===== src/design/ucip_regs.vh =====
`ifndef UCIP_REGS_VH
`define UCIP_REGS_VH
// ****************************************
// Register offsets
// ****************************************
`define UCIP_ADDR_RHR 3'h0
`define UCIP_ADDR_THR 3'h0
`define UCIP_ADDR_IER 3'h1
`define UCIP_ADDR_ISR 3'h2
`define UCIP_ADDR_FCR 3'h2
`define UCIP_ADDR_FEAT 3'h3
`define UCIP_ADDR_EFR 3'h4
`define UCIP_ADDR_LSR 3'h5
`define UCIP_ADDR_MSR 3'h6
`define UCIP_ADDR_GIRQ 3'h7
// ****************************************
// Field positions
// ****************************************
`define UCIP_IE_RX 0
`define UCIP_IE_TX 1
`define UCIP_IE_LS 2
`define UCIP_IE_MS 3
`define UCIP_IE_XOFF 5
`define UCIP_IE_RTS 6
`define UCIP_IE_CTS 7
`define UCIP_FCR_EN 0
`define UCIP_FEAT_RS485 5
`define UCIP_EFR_ENH 4
// ****************************************
// Reset values and source codes
// ****************************************
`define UCIP_RST_8 8'h00
`define UCIP_CODE_LS 6'h06
`define UCIP_CODE_RX 6'h04
`define UCIP_CODE_TO 6'h0c
`define UCIP_CODE_TX 6'h02
`define UCIP_CODE_MS 6'h00
`define UCIP_CODE_XS 6'h10
`define UCIP_CODE_PIN 6'h20
`define UCIP_CODE_NONE 6'h01
// ****************************************
// Time-out: 4 chars plus 12 bits
// ****************************************
`define UCIP_TO_CHARS 4
`define UCIP_TO_BITS 12
`endif


===== src/design/ucip_trig_table.v =====
`include "ucip_regs.vh"
// ****************************************
// Trigger level lookup
// ****************************************
module ucip_trig_table (
  input wire [1:0] table_sel,
  input wire [1:0] rx_sel,
  input wire [1:0] tx_sel,
  input wire [6:0] rx_prog,
  input wire [6:0] tx_prog,
  output reg [6:0] rx_level,
  output reg [6:0] tx_level
);
  always @* begin
    rx_level = 7'h01;
    tx_level = 7'h01;
    case (table_sel)
      2'h0: begin
        case (rx_sel)
          2'h0: rx_level = 7'h01;
          2'h1: rx_level = 7'h04;
          2'h2: rx_level = 7'h08;
          default: rx_level = 7'h0e;
        endcase
        tx_level = 7'h01;
      end
      2'h1: begin
        case (rx_sel)
          2'h0: rx_level = 7'h08;
          2'h1: rx_level = 7'h10;
          2'h2: rx_level = 7'h18;
          default: rx_level = 7'h1c;
        endcase
        case (tx_sel)
          2'h0: tx_level = 7'h10;
          2'h1: tx_level = 7'h08;
          2'h2: tx_level = 7'h18;
          default: tx_level = 7'h1e;
        endcase
      end
      2'h2: begin
        case (rx_sel)
          2'h0: rx_level = 7'h08;
          2'h1: rx_level = 7'h10;
          2'h2: rx_level = 7'h38;
          default: rx_level = 7'h3c;
        endcase
        case (tx_sel)
          2'h0: tx_level = 7'h08;
          2'h1: tx_level = 7'h10;
          2'h2: tx_level = 7'h20;
          default: tx_level = 7'h38;
        endcase
      end
      default: begin
        rx_level = rx_prog;
        tx_level = tx_prog;
      end
    endcase
  end
endmodule // ucip_trig_table


===== src/design/ucip_irq.v =====
// The strobed register port and the register addresses are this design's own decisions.
`include "ucip_regs.vh"
// Overview of operation
// - Non-FIFO: TX interrupt when holding empty
// - FIFO: TX interrupt below trigger, then empty
// - Half-duplex mode waits for shifter empty
// - TX enable resets off, one enables
// - RX interrupt on data or trigger level
// - Report highest pending, hold until serviced
// - Codes: line status 06, rx data 04
// - Codes: timeout 0c, tx 02, modem 00
// - Codes: special 10, pin 20, none 01
// - Line status bits 4..1 raise interrupt
// - Timeout after four chars plus twelve bits
// - Modem deltas and xoff/special raise interrupts
// - Flow pin rising edge raises interrupt
// - Line, rx level, timeout clearing conditions
// - TX cleared by source read or write
// - Modem status read clears modem, pin
// - Xoff/special cleared by read or character
// - Wake-up set on leaving sleep, global read clears
// - Source bits 7:6 show FIFO enable
// - Source bit 0 low while pending
// - RX trigger select within chosen table
// - TX trigger writable only when enhanced
// - Last table selection applies to both
module ucip_irq #(
  parameter CNT_W = 7,
  parameter TO_W = 12
) (
  input wire clk,
  input wire rst,
  input wire [2:0] addr,
  input wire [7:0] wdata,
  input wire wr,
  input wire rd,
  output reg [7:0] rdata,
  input wire [CNT_W-1:0] rx_count,
  input wire [CNT_W-1:0] tx_count,
  input wire tx_shift_empty,
  input wire rx_char_in,
  input wire [4:0] bit_clocks,
  input wire [3:0] char_bits,
  input wire [7:0] line_status,
  input wire [3:0] modem_delta,
  input wire xoff_seen,
  input wire special_seen,
  input wire xon_seen,
  input wire auto_flow,
  input wire cts_pin,
  input wire rts_out,
  input wire sleep_mode,
  input wire [CNT_W-1:0] rx_prog,
  input wire [CNT_W-1:0] tx_prog,
  output reg fifo_en,
  output reg wake_flag,
  output reg irq
);
// ****************************************
// Synchronisers and edge detect
// ****************************************
  reg cts_s1, cts_s2, cts_d, slp_s1, slp_s2, slp_d;
  always @(posedge clk) begin
    if (rst) begin
      cts_s1 <= 1'b0;
      cts_s2 <= 1'b0;
      cts_d <= 1'b0;
      slp_s1 <= 1'b0;
      slp_s2 <= 1'b0;
      slp_d <= 1'b0;
    end else begin
      cts_s1 <= cts_pin;
      cts_s2 <= cts_s1;
      cts_d <= cts_s2;
      slp_s1 <= sleep_mode;
      slp_s2 <= slp_s1;
      slp_d <= slp_s2;
    end
  end
  reg rts_d;
  always @(posedge clk) begin
    if (rst) begin
      rts_d <= 1'b0;
    end else begin
      rts_d <= rts_out;
    end
  end
  wire cts_rise = cts_s2 & ~cts_d;
  wire rts_rise = rts_out & ~rts_d;
  wire wake_rise = slp_d & ~slp_s2;
// ****************************************
// Registers
// ****************************************
  reg [7:0] irq_enable_reg;
  reg [7:0] feature_ctrl_reg;
  reg [7:0] enhanced_feature_reg;
  reg [1:0] rx_sel, tx_sel;
  wire enh = enhanced_feature_reg[`UCIP_EFR_ENH];
  wire fcr_wr = wr && addr == `UCIP_ADDR_FCR;
  wire fcr_take = fcr_wr && wdata[`UCIP_FCR_EN];
  always @(posedge clk) begin
    if (rst) begin
      irq_enable_reg <= `UCIP_RST_8;
      feature_ctrl_reg <= `UCIP_RST_8;
      enhanced_feature_reg <= `UCIP_RST_8;
      fifo_en <= 1'b0;
      rx_sel <= 2'h0;
      tx_sel <= 2'h0;
    end else begin
      if (wr && addr == `UCIP_ADDR_IER) begin
        irq_enable_reg <= enh ? wdata : {3'h0, wdata[4:0]};
      end
      if (wr && addr == `UCIP_ADDR_FEAT) begin
        feature_ctrl_reg <= wdata;
      end
      if (wr && addr == `UCIP_ADDR_EFR) begin
        enhanced_feature_reg <= wdata;
      end
      if (fcr_wr) begin
        fifo_en <= wdata[`UCIP_FCR_EN];
      end
      if (fcr_take) begin
        rx_sel <= wdata[7:6];
        if (enh) begin
          tx_sel <= wdata[5:4];
        end
      end
    end
  end
  wire [6:0] rx_level, tx_level;
  ucip_trig_table u_table (
    .table_sel(feature_ctrl_reg[7:6]),
    .rx_sel(rx_sel),
    .tx_sel(tx_sel),
    .rx_prog(rx_prog),
    .tx_prog(tx_prog),
    .rx_level(rx_level),
    .tx_level(tx_level)
  );
// ****************************************
// Sources
// ****************************************
  wire rd_isr = rd && addr == `UCIP_ADDR_ISR;
  wire rd_lsr = rd && addr == `UCIP_ADDR_LSR;
  wire rd_msr = rd && addr == `UCIP_ADDR_MSR;
  wire rd_rhr = rd && addr == `UCIP_ADDR_RHR;
  wire rd_gir = rd && addr == `UCIP_ADDR_GIRQ;
  wire wr_thr = wr && addr == `UCIP_ADDR_THR;
  // Level source: clears by itself as reads drain the FIFO
  wire rx_pend = fifo_en ? (rx_count >= rx_level) : (rx_count != 7'h00);
  reg ls_pend, to_pend, tx_pend, ms_pend, xs_pend, pin_pend;
  reg [5:0] cur_code;
  reg [5:0] held_code;
  reg still_pending;
  reg [CNT_W-1:0] tx_prev;
  reg tx_low_done;
  wire tx_empty = (tx_count == 7'h00) &&
    (!feature_ctrl_reg[`UCIP_FEAT_RS485] || tx_shift_empty);
  wire tx_below = fifo_en && tx_count < tx_level && tx_prev >= tx_level;
  reg tx_empty_d;
  wire tx_set = fifo_en ? (tx_below | (tx_empty & ~tx_empty_d)) :
    (tx_empty & ~tx_empty_d);
  // Set wins over clear in each pending flag
  always @(posedge clk) begin
    if (rst) begin
      ls_pend <= 1'b0;
      tx_pend <= 1'b0;
      ms_pend <= 1'b0;
      xs_pend <= 1'b0;
      pin_pend <= 1'b0;
      wake_flag <= 1'b0;
      tx_prev <= 7'h00;
      tx_empty_d <= 1'b1;
      tx_low_done <= 1'b0;
    end else begin
      tx_prev <= tx_count;
      tx_empty_d <= tx_empty;
      tx_low_done <= tx_below;
      if (|line_status[4:1]) ls_pend <= 1'b1;
      else if (rd_lsr) ls_pend <= 1'b0;
      if (tx_set) tx_pend <= 1'b1;
      else if (wr_thr || (rd_isr && held_code == `UCIP_CODE_TX)) begin
        tx_pend <= 1'b0;
      end
      if (|modem_delta) ms_pend <= 1'b1;
      else if (rd_msr) ms_pend <= 1'b0;
      if (xoff_seen || special_seen) xs_pend <= 1'b1;
      else if (rd_isr || xon_seen || rx_char_in) begin
        xs_pend <= 1'b0;
      end
      if (auto_flow && (cts_rise || rts_rise)) pin_pend <= 1'b1;
      else if (rd_msr) pin_pend <= 1'b0;
      if (wake_rise) wake_flag <= 1'b1;
      else if (rd_gir) wake_flag <= 1'b0;
    end
  end
// ****************************************
// Receive time-out timer
// ****************************************
  // Delay tracks format: char_bits and bit_clocks from the receiver
  reg [TO_W-1:0] to_cnt;
  // Product is wide; only TO_W bits are kept on purpose
  wire [31:0] to_prod = bit_clocks *
    (`UCIP_TO_CHARS * char_bits + `UCIP_TO_BITS);
  wire [TO_W-1:0] to_limit = to_prod[TO_W-1:0];
  always @(posedge clk) begin
    if (rst) begin
      to_cnt <= {TO_W{1'b0}};
      to_pend <= 1'b0;
    end else begin
      if (rx_char_in || rd_rhr || rx_count == 7'h00 || rx_pend) begin
        to_cnt <= {TO_W{1'b0}};
      end else if (to_cnt != to_limit) begin
        to_cnt <= to_cnt + 1'b1;
      end
      if (fifo_en && rx_count != 7'h00 && !rx_pend &&
          to_cnt == to_limit && to_limit != 0) begin
        to_pend <= 1'b1;
      end else if (rd_rhr) begin
        to_pend <= 1'b0;
      end
    end
  end
// ****************************************
// Priority encoder
// ****************************************
  wire [7:0] ie = irq_enable_reg;
  always @* begin
    cur_code = `UCIP_CODE_NONE;
    if (ie[`UCIP_IE_LS] && ls_pend) cur_code = `UCIP_CODE_LS;
    else if (ie[`UCIP_IE_RX] && rx_pend) cur_code = `UCIP_CODE_RX;
    else if (ie[`UCIP_IE_RX] && to_pend) cur_code = `UCIP_CODE_TO;
    else if (ie[`UCIP_IE_TX] && tx_pend) cur_code = `UCIP_CODE_TX;
    else if (ie[`UCIP_IE_MS] && ms_pend) cur_code = `UCIP_CODE_MS;
    else if (ie[`UCIP_IE_XOFF] && xs_pend) cur_code = `UCIP_CODE_XS;
    else if ((ie[`UCIP_IE_CTS] || ie[`UCIP_IE_RTS]) && pin_pend) begin
      cur_code = `UCIP_CODE_PIN;
    end
  end
  // Latched code holds until its source is serviced
  reg [5:0] next_held;
  always @* begin
    next_held = held_code;
    if (held_code == `UCIP_CODE_NONE || !still_pending) begin
      next_held = cur_code;
    end
  end
  always @* begin
    case (held_code)
      `UCIP_CODE_LS: still_pending = ls_pend && ie[`UCIP_IE_LS];
      `UCIP_CODE_RX: still_pending = rx_pend && ie[`UCIP_IE_RX];
      `UCIP_CODE_TO: still_pending = to_pend && ie[`UCIP_IE_RX];
      `UCIP_CODE_TX: still_pending = tx_pend && ie[`UCIP_IE_TX];
      `UCIP_CODE_MS: still_pending = ms_pend && ie[`UCIP_IE_MS];
      `UCIP_CODE_XS: still_pending = xs_pend && ie[`UCIP_IE_XOFF];
      `UCIP_CODE_PIN: still_pending = pin_pend;
      default: still_pending = 1'b0;
    endcase
  end
  always @(posedge clk) begin
    if (rst) begin
      held_code <= `UCIP_CODE_NONE;
      irq <= 1'b0;
      rdata <= `UCIP_RST_8;
    end else begin
      held_code <= next_held;
      irq <= next_held != `UCIP_CODE_NONE;
      rdata <= `UCIP_RST_8;
      if (rd) begin
        case (addr)
          `UCIP_ADDR_IER: rdata <= irq_enable_reg;
          `UCIP_ADDR_ISR: rdata <= {{2{fifo_en}}, held_code};
          `UCIP_ADDR_FEAT: rdata <= feature_ctrl_reg;
          `UCIP_ADDR_EFR: rdata <= enhanced_feature_reg;
          `UCIP_ADDR_LSR: rdata <= line_status;
          `UCIP_ADDR_GIRQ: rdata <= {7'h00, wake_flag};
          default: rdata <= `UCIP_RST_8;
        endcase
      end
    end
  end
endmodule // ucip_irq


===== config.mk =====
export PLATFORM = sky130hd
export DESIGN_NAME = ucip_irq
export DESIGN_NICKNAME = d
export VERILOG_FILES = /design/src/design/ucip_trig_table.v /design/src/design/ucip_irq.v
export VERILOG_INCLUDE_DIRS = /design/src /design/src/design
export SDC_FILE = /design/constraint.sdc
export NUM_CORES = 1
export LEC_CHECK = 0
export BUFFER_PORTS_ARGS = -buffer_cell sky130_fd_sc_hd__buf_2
export CORE_MARGIN = 10
export CORE_UTILIZATION = 50
export CTS_CLUSTER_DIAMETER = 200
export DETAILED_ROUTE_END_ITERATION = 10
export GPL_TIMING_DRIVEN = 1
export MAX_ROUTING_LAYER = met4
export PLACE_DENSITY = 0.72
export SYNTH_ARGS = -nofsm -noshare
export SYNTH_HDL_FRONTEND = slang
export SYNTH_SLANG_ARGS = --single-unit

===== constraint.sdc =====
create_clock -name clk -period 6.25 [get_ports clk]
set_input_delay 0.3125 -clock clk [delete_from_list [all_inputs] [get_ports clk]]
set_output_delay 0.3125 -clock clk [all_outputs]
set_load 0.01 [all_outputs]

# Yosys cells after proc, flatten, opt, wreduce, memory -nomap -nowiden
# Index checks and enable logic that the tools add are counted.
# W data, S select, Z words.
[totals] register_bits=78 in_bits=73 elab_cells=160
[classes] addsub=2 multipliers=1 n_lt_le_gt_ge=3 eq_ne=23 muxes=33 bitwise=10 reduce_logical=62
[ops] cell="$mux W6" count=8
[ops] cell="$pmux W8 S6" count=1
[ops] cell="$pmux W7 S3" count=2
[ops] cell="$pmux W6 S3" count=2
[ops] cell="$pmux W5 S3" count=2
[ops] cell="$logic_and A1 B1 Y1" count=27
[ops] cell="$mux W1" count=15
[ops] cell="$ge A7 B7 Y1" count=2
[ops] cell="$logic_not A7 Y1" count=2
[ops] cell="$reduce_bool A2 Y1" count=7
[ops] cell="$add A12 B1 Y12 const B" count=1
[ops] cell="$eq A12 B12 Y1" count=1
[ops] cell="$eq A3 B3 Y1 const B" count=4
[ops] cell="$eq A6 B3 Y1 const B" count=2
[ops] cell="$mul A5 B7 Y12" count=1
[ops] cell="$ne A12 B12 Y1" count=1
[ops] cell="$pmux W4 S3" count=1
[ops] cell="$reduce_bool A12 Y1" count=1
[ops] cell="$logic_or A1 B1 Y1" count=11
[ops] cell="$mux W8" count=1
[ops] cell="$reduce_or A4 Y1" count=2
[ops] cell="$add A6 B4 Y7 const B" count=1
[ops] cell="$lt A7 B7 Y1" count=1
[ops] cell="$pmux W1 S7" count=1
[ops] cell="other kinds (20)" count=37

# Logic depth before layout (Yosys ltp)
# Gate-level depths: netlist of the first run.
[depth] depth_word=11 mapped_depth=19

# Cells and area by module
# A second synthesis of the first run with hierarchy kept.
[hier_totals] hier_cells=618 area_unflattened_um2=5134.9
[by_module_without_submodules] mod="ucip_irq" n_inst=1 cells_per_inst=569 area_each_um2=4814.6
[by_module_without_submodules] mod="ucip_trig_table" n_inst=1 cells_per_inst=49 area_each_um2=320.3

# Worst setup path before layout of the first run
# Ideal clock, no wire load.
[synth_timing] path_type="in2reg" start="input port char_bits[0]" end="register to_cnt[10]" t_arrival_ps=4346 path_slack_ps=1833 path_stages=17 path_buffers=1 cell_sequence="inv_1 > ha_1 > xnor2_1 > nand2_1 > fa_1 > fa_1 > inv_1 > fa_1 > ha_1 > o21ai_0 > nor2_1 > nor4_1 > a2111oi_2 > and4_4 > buf_6 > nor4b_1 > mux2i_1"
[synth_between] elab_chain_cells=3
[synth_lines] element="start: declaration" line_no="ucip_irq.v:43" source="input wire [3:0] char_bits,"
[synth_lines] element="$add A6 B4 Y7 (no line)"
[synth_lines] element="$mul A5 B7 Y12" line_no="ucip_irq.v:203" source="wire [31:0] to_prod = bit_clocks *"
[synth_lines] element="$ne A12 B12 Y1" line_no="ucip_irq.v:213" source="end else if (to_cnt != to_limit) begin"
[synth_lines] element="end signal: assignment" line_no="ucip_irq.v:208" source="to_cnt <= {TO_W{1'b0}};"
[synth_lines] element="end signal: assignment" line_no="ucip_irq.v:212" source="to_cnt <= {TO_W{1'b0}};"
[synth_lines] element="end signal: assignment" line_no="ucip_irq.v:214" source="to_cnt <= to_cnt + 1'b1;"
[synth_lines] element="end: declaration" line_no="ucip_irq.v:201" source="reg [TO_W-1:0] to_cnt;"
# Every way passes these cells.
# A chain may end at the register's enable or synchronous reset.

# Final worst setup path of the first run
[layout_timing] start="input port char_bits[0]" end="register to_cnt[9]"
# Same word-level chain as after synthesis.

==> results of run 1 <==
## worst max-delay path: stages
cell,delay [ps]
buf_2,140
inv_1,70
ha_1,220
xnor2_1,340
nand2_1,120
fa_1,480
fa_1,540
inv_1,50
fa_1,480
ha_1,370
o21ai_0,330
nor2_1,110
nor4_1,310
a2111oi_2,70
and4_4,290
or4_1,520
a21oi_1,150
## metal layers
layer | vias up | part of all wire | track usage
met3 | 27 | 0.058 | 0.0349
li1 | 2355 | - | -
met2 | 158 | 0.47 | 0.311
met1 | 2208 | 0.45 | 0.230
met4 | 0 | 0.020 | 0.0611
met5 | - | 0 | -
## cell type report
cell class / count / area share
multi-input combinational: 495 / 0.574
sequential: 78 / 0.267
timing repair buffer: 83 / 0.0711
tap: 133 / 0.0285
clock buffer: 11 / 0.0242
clock inverter: 5 / 0.0182
inverter: 27 / 0.0173
## logic make-up (layout without fill, tap and decap cells)
family / after synthesis / count (layout) / share of synthesized area
flops: 78 / 78 / 0.304
buf+inv: 50 / 126 / 0.0417
fa+ha+maj: 56 / 56 / 0.149
mux: 28 / 28 / 0.0556
xor+xnor: 15 / 15 / 0.0256
compound gates: 149 / 149 / 0.184
simple gates: 247 / 247 / 0.239
## through the flow
step | cell area, um2 | hold slack [ps] | cells
2_1_floorplan | 5130 | 414 | 623
3_3_place_gp | 5600 | 419 | 816
3_5_place_dp | 5600 | 424 | 816
4_1_cts | 5850 | 154 | 832
5_1_grt | 5850 | 181 | 832
6_report | 5850 | 172 | 832
## power by group through the flow
stage          clock (mW)  combinational (mW)  sequential [mW]
6_report            0.460               0.291            0.516
5_1_grt             0.483               0.328            0.517
4_1_cts             0.470               0.288            0.515
3_5_place_dp            0               0.287            0.527
3_3_place_gp            0               0.279            0.527
2_1_floorplan           0               0.214            0.525
## Yosys cell counts, types with 16 or more instances
master / count
dfxtp_1: 78
nand2_1: 76
a21oi_1: 57
nor2_1: 53
ha_1: 46
o21ai_0: 29
inv_1: 27
nor2b_1: 26
mux2i_1: 24
nand2b_1: 18
clkbuf_1: 17
nand3_1: 16
## worst max-delay path by stage
stage	endpoint	start	slack [ps]
after global routing	to_cnt[10]	char_bits[0]	1250
after floorplan	to_cnt[10]	char_bits[0]	1830
after detailed placement	to_cnt[7]	char_bits[0]	1300
after CTS	to_cnt[7]	char_bits[0]	1660
final	to_cnt[9]	char_bits[0]	1630
after global placement	to_cnt[11]	char_bits[0]	1480
==> results.yml, run 1 <==
sta:
  fin_worst_skew_ps: 9.59
  setup_slack_ps: 1630
  period_minus_slack_ps: 4620
  fin_crit_sh: 0.740
  setup-tns-final_ps: 0
  maxSlewViolCount: 0
  tightest_slew_ps: 1070
  max_freq_mhz: 216
  finalSetupViolCount: 0
  rsz0062_at_grt: "no"
  maxSlewHeadroom: 0.287
  hold_viol_final: 0
final_layout:
  final_util: 0.593
  multiInputGateArea_um2: 3350
  top_register: "to_cnt"
  syn2layout_area_growth_pct: 14.0
  final_common_cell: "buf_2"
  seqCellArea_um2: 1560
  nets: 822
  largest_reg_flops: 12
  fill_cells: 889
  num_antenna_cells: 0
  final_layout_size_suffix_gt1_frac: 0.157
  final_cell_mix: "buf_2, dfxtp_1, nand2_1"
cts:
  cts_hold_buf: 0
  clkSinkCount: 78
  cts_resized: 0
  h-tree-depth: 3
  cts_buffers: 9
  cts_setup_buffers: 0
  clk_latency_ps: 350
  path_clk_slew_ps: 80
  cts-root-buf: "clkbuf_8"
  cts_tree: "done"
  cts_buffer_depth: 2
synthesis:
  postSynthCellCount: 623
  syn_area_um2: 5130
  yosysWarnings: 0
  syn-num-nets: 751
  ys_ff_latch: 78
  synth.top_cell.area_share: 0.304
  synth_area_per_cell_um2: 8.23
  synthTopCellsByArea: "dfxtp_1, ha_1, a21oi_1, nand2_1, mux2i_1"
  synth_ff_type: "dfxtp_1"
  ys_seq_area_frac: 0.304
  synth-edff-count: 0
  synth_area_leader_cell: "dfxtp_1"
  ys_async_sr_fraction: 0
  synth_cell_types: 61
pwr:
  pwr-share-seq: 0.407
  clkPwrFrac: 0.363
  switching_share: 0.284
  power_per_cell_area_nw_per_um2: 217
  leakage_nw: 2.39
  internal_power_mw: 0.907
  ir_drop_mv: 0.138
  power_switching_mw: 0.359
  p_comb_frac: 0.230
  p_total_mw: 1.27
critical_path:
  required_ps: 6520
  r2r-end: "to_cnt[8]"
  worstRegToRegCells: 11
  startpoint_type: "input port"
  r2r_start: "feature_ctrl_reg[6]"
  critPathArrivalTime_ps: 4900
  rrSetupSlack_ps: 2990
  cp_max_fo: 22
  worst-setup-path-type: "input port to flop"
  worstSetupEndpointType: "flop"
die:
  io-pin-count: 84
  core_um2: 9860
  dieArea_um2: 14700
  initial_core_util: 0.520
  die_h_um: 121
  die_w_um: 121
  fp-row-count: 36
routing:
  vias: 4748
  drt-initial-drc-count: 275
  wl_per_cell_um: 16.2
  vias_per_cell: 5.71
  drt_first_pass_iters: 6
  drt_wl_total_um: 13500
  ant_nets: 0
  drc: 0
global_routing:
  grt_overflow: 0
  grt_pass1_vias: 4789
  grt_usage: 0.189
  antenna_found_initial: 0
  grt_max_degree: 59
  grt_pass1_wl_um: 22500
min_path:
  hold_end: "slp_s1"
  hold_path.class: "input port to flop"
  min_from: "sleep_mode"
  hold_path_depth: 2
place:
  post-place-ws_ps: 1300
  portBuffers: 83
  gp_congestion: 0.897
  dp_hpwl_um: 10600
status:
  status: "complete, no violations"
flow_run:
  drv_cap: 0
(Power assumes the default switching activity.)
==> inputs of run 2 (changes only) <==
- clock period: 6.25 -> 4.5 ns (I/O delays scaled with it)
==> results.yml, run 2 (synthesis results as in run 1) <==
cts:
  cts_tree: "done"
  h-tree-depth: 3
  cts_buffers: 9
  cts_buffer_depth: 2
  path_clk_slew_ps: 80
  clk_latency_ps: 350
  cts-root-buf: "clkbuf_8"
  clkSinkCount: 78
global_routing:
  grt_max_degree: 59
  grt_pass1_wl_um: 23200
  antenna_found_initial: 0
  grt_pass1_vias: 4967
  grt_overflow: 0
  grt_usage: 0.193
routing:
  wl_met1_um: 6230
  drc: 0
  vias: 4812
  wl_met3_um: 801
  route.met2.wl_um: 6680
  drt_first_pass_iters: 7
  highest_layer: "met4"
  vias_per_cell: 5.71
  wl_per_cell_um: 16.6
  ant_nets: 0
  drt-initial-drc-count: 295
  drt_wl_total_um: 14000
place:
  dp_cells: 825
  gp_congestion: 0.951
  portBuffers: 83
  post-place-ws_ps: -145
  dp_hpwl_um: 11000
final_layout:
  largest_reg_flops: 12
  final_cell_mix: "buf_2, dfxtp_1, nand2_1"
  syn2layout_area_growth_pct: 15.5
  nets: 832
  num_antenna_cells: 0
  top_register: "to_cnt"
  final_common_cell: "buf_2"
  multiInputGateArea_um2: 3370
  final_util: 0.600
  fill_cells: 903
  final_layout_size_suffix_gt1_frac: 0.169
  seqCellArea_um2: 1560
  layout.cells.non_filler: 842
sta:
  period_minus_slack_ps: 4210
  finalSetupViolCount: 0
  setup_slack_ps: 293
  maxSlewHeadroom: 0.291
  setup-tns-final_ps: 0
  fin_worst_skew_ps: 16.8
  hold_viol_final: 0
  tightest_slew_ps: 1060
  rsz0062_at_grt: "no"
  fin_crit_sh: 0.935
  maxSlewViolCount: 0
  max_freq_mhz: 238
  holdWs_ps: 89.6
die:
  io-pin-count: 84
  dieArea_um2: 14700
  fp-row-count: 36
  initial_core_util: 0.520
  core_um2: 9860
  die_h_um: 121
  die_w_um: 121
min_path:
  hold_path.class: "input port to flop"
  min_from: "sleep_mode"
pwr:
  power_per_cell_area_nw_per_um2: 295
  leakage_nw: 2.44
  ir_drop_mv: 0.230
status:
  status: "complete, no violations"
critical_path:
  worst-setup-path-type: "input port to flop"
  r2r_start: "feature_ctrl_reg[6]"
  cp-startpoint: "char_bits[0]"
  required_ps: 4770
  critPathArrivalTime_ps: 4480
  worstSetupEndpointType: "flop"
  startpoint_type: "input port"
  cp_max_fo: 11
flow_run:
  drv_cap: 0
## run 2: final timing paths
kind / to / slack, ps / depth (start not counted)
max: to_cnt[10] / 290 / 18
min: slp_s1 / 90 / 2
max reg2reg: to_cnt[8] / 1200 / 11
min reg2reg: cts_d / 450 / 2
## run 2: power breakdown
group | switching (mW) | internal (mW)
combinational | 0.249 | 0.189
sequential | 0.0106 | 0.706
clock | 0.260 | 0.332
## run 2: metal layers
metal	vias up	global-route usage
met1	2257	0.230
li1	2367	-
met3	29	0.0386
met4	0	0.0559
met2	159	0.321
met5	-	-
## run 2: critical path: stages
cell and delay, ps:
buf_2 90, inv_1 50, ha_1 210, xnor2_1 200, nand2_1 90, fa_1 460
fa_1 540, inv_1 60, fa_1 470, ha_1 380, nand2b_1 120, a21o_1 200
a221oi_1 320, a221oi_1 90, and4_4 250, buf_4 150, nor4b_1 340, mux2i_1 210
## run 2: area by class of cell
class,count,area share
inverters,27,0.0171
well taps,133,0.0281
repair buffers,93,0.0849
flip-flops and latches,78,0.264
clock inverters,4,0.0131
clock buffers,12,0.0245
multi-input cells,495,0.569
## run 2: metrics by stage
step                      power [mW]  instance area [um2]
after detailed placement        1.16                 5680
after global placement          1.14                 5680
final                           1.75                 5920
after global routing            1.84                 5920
after floorplan                 1.03                 5130
after CTS                       1.75                 5900
## run 2: repair_timing
item,in CTS,in global routing
hold endpoints to repair,0,0
gates resized for setup,0,3
hold buffers,0,0
endpoints found under the setup margin,0,11
buffers inserted,0,1
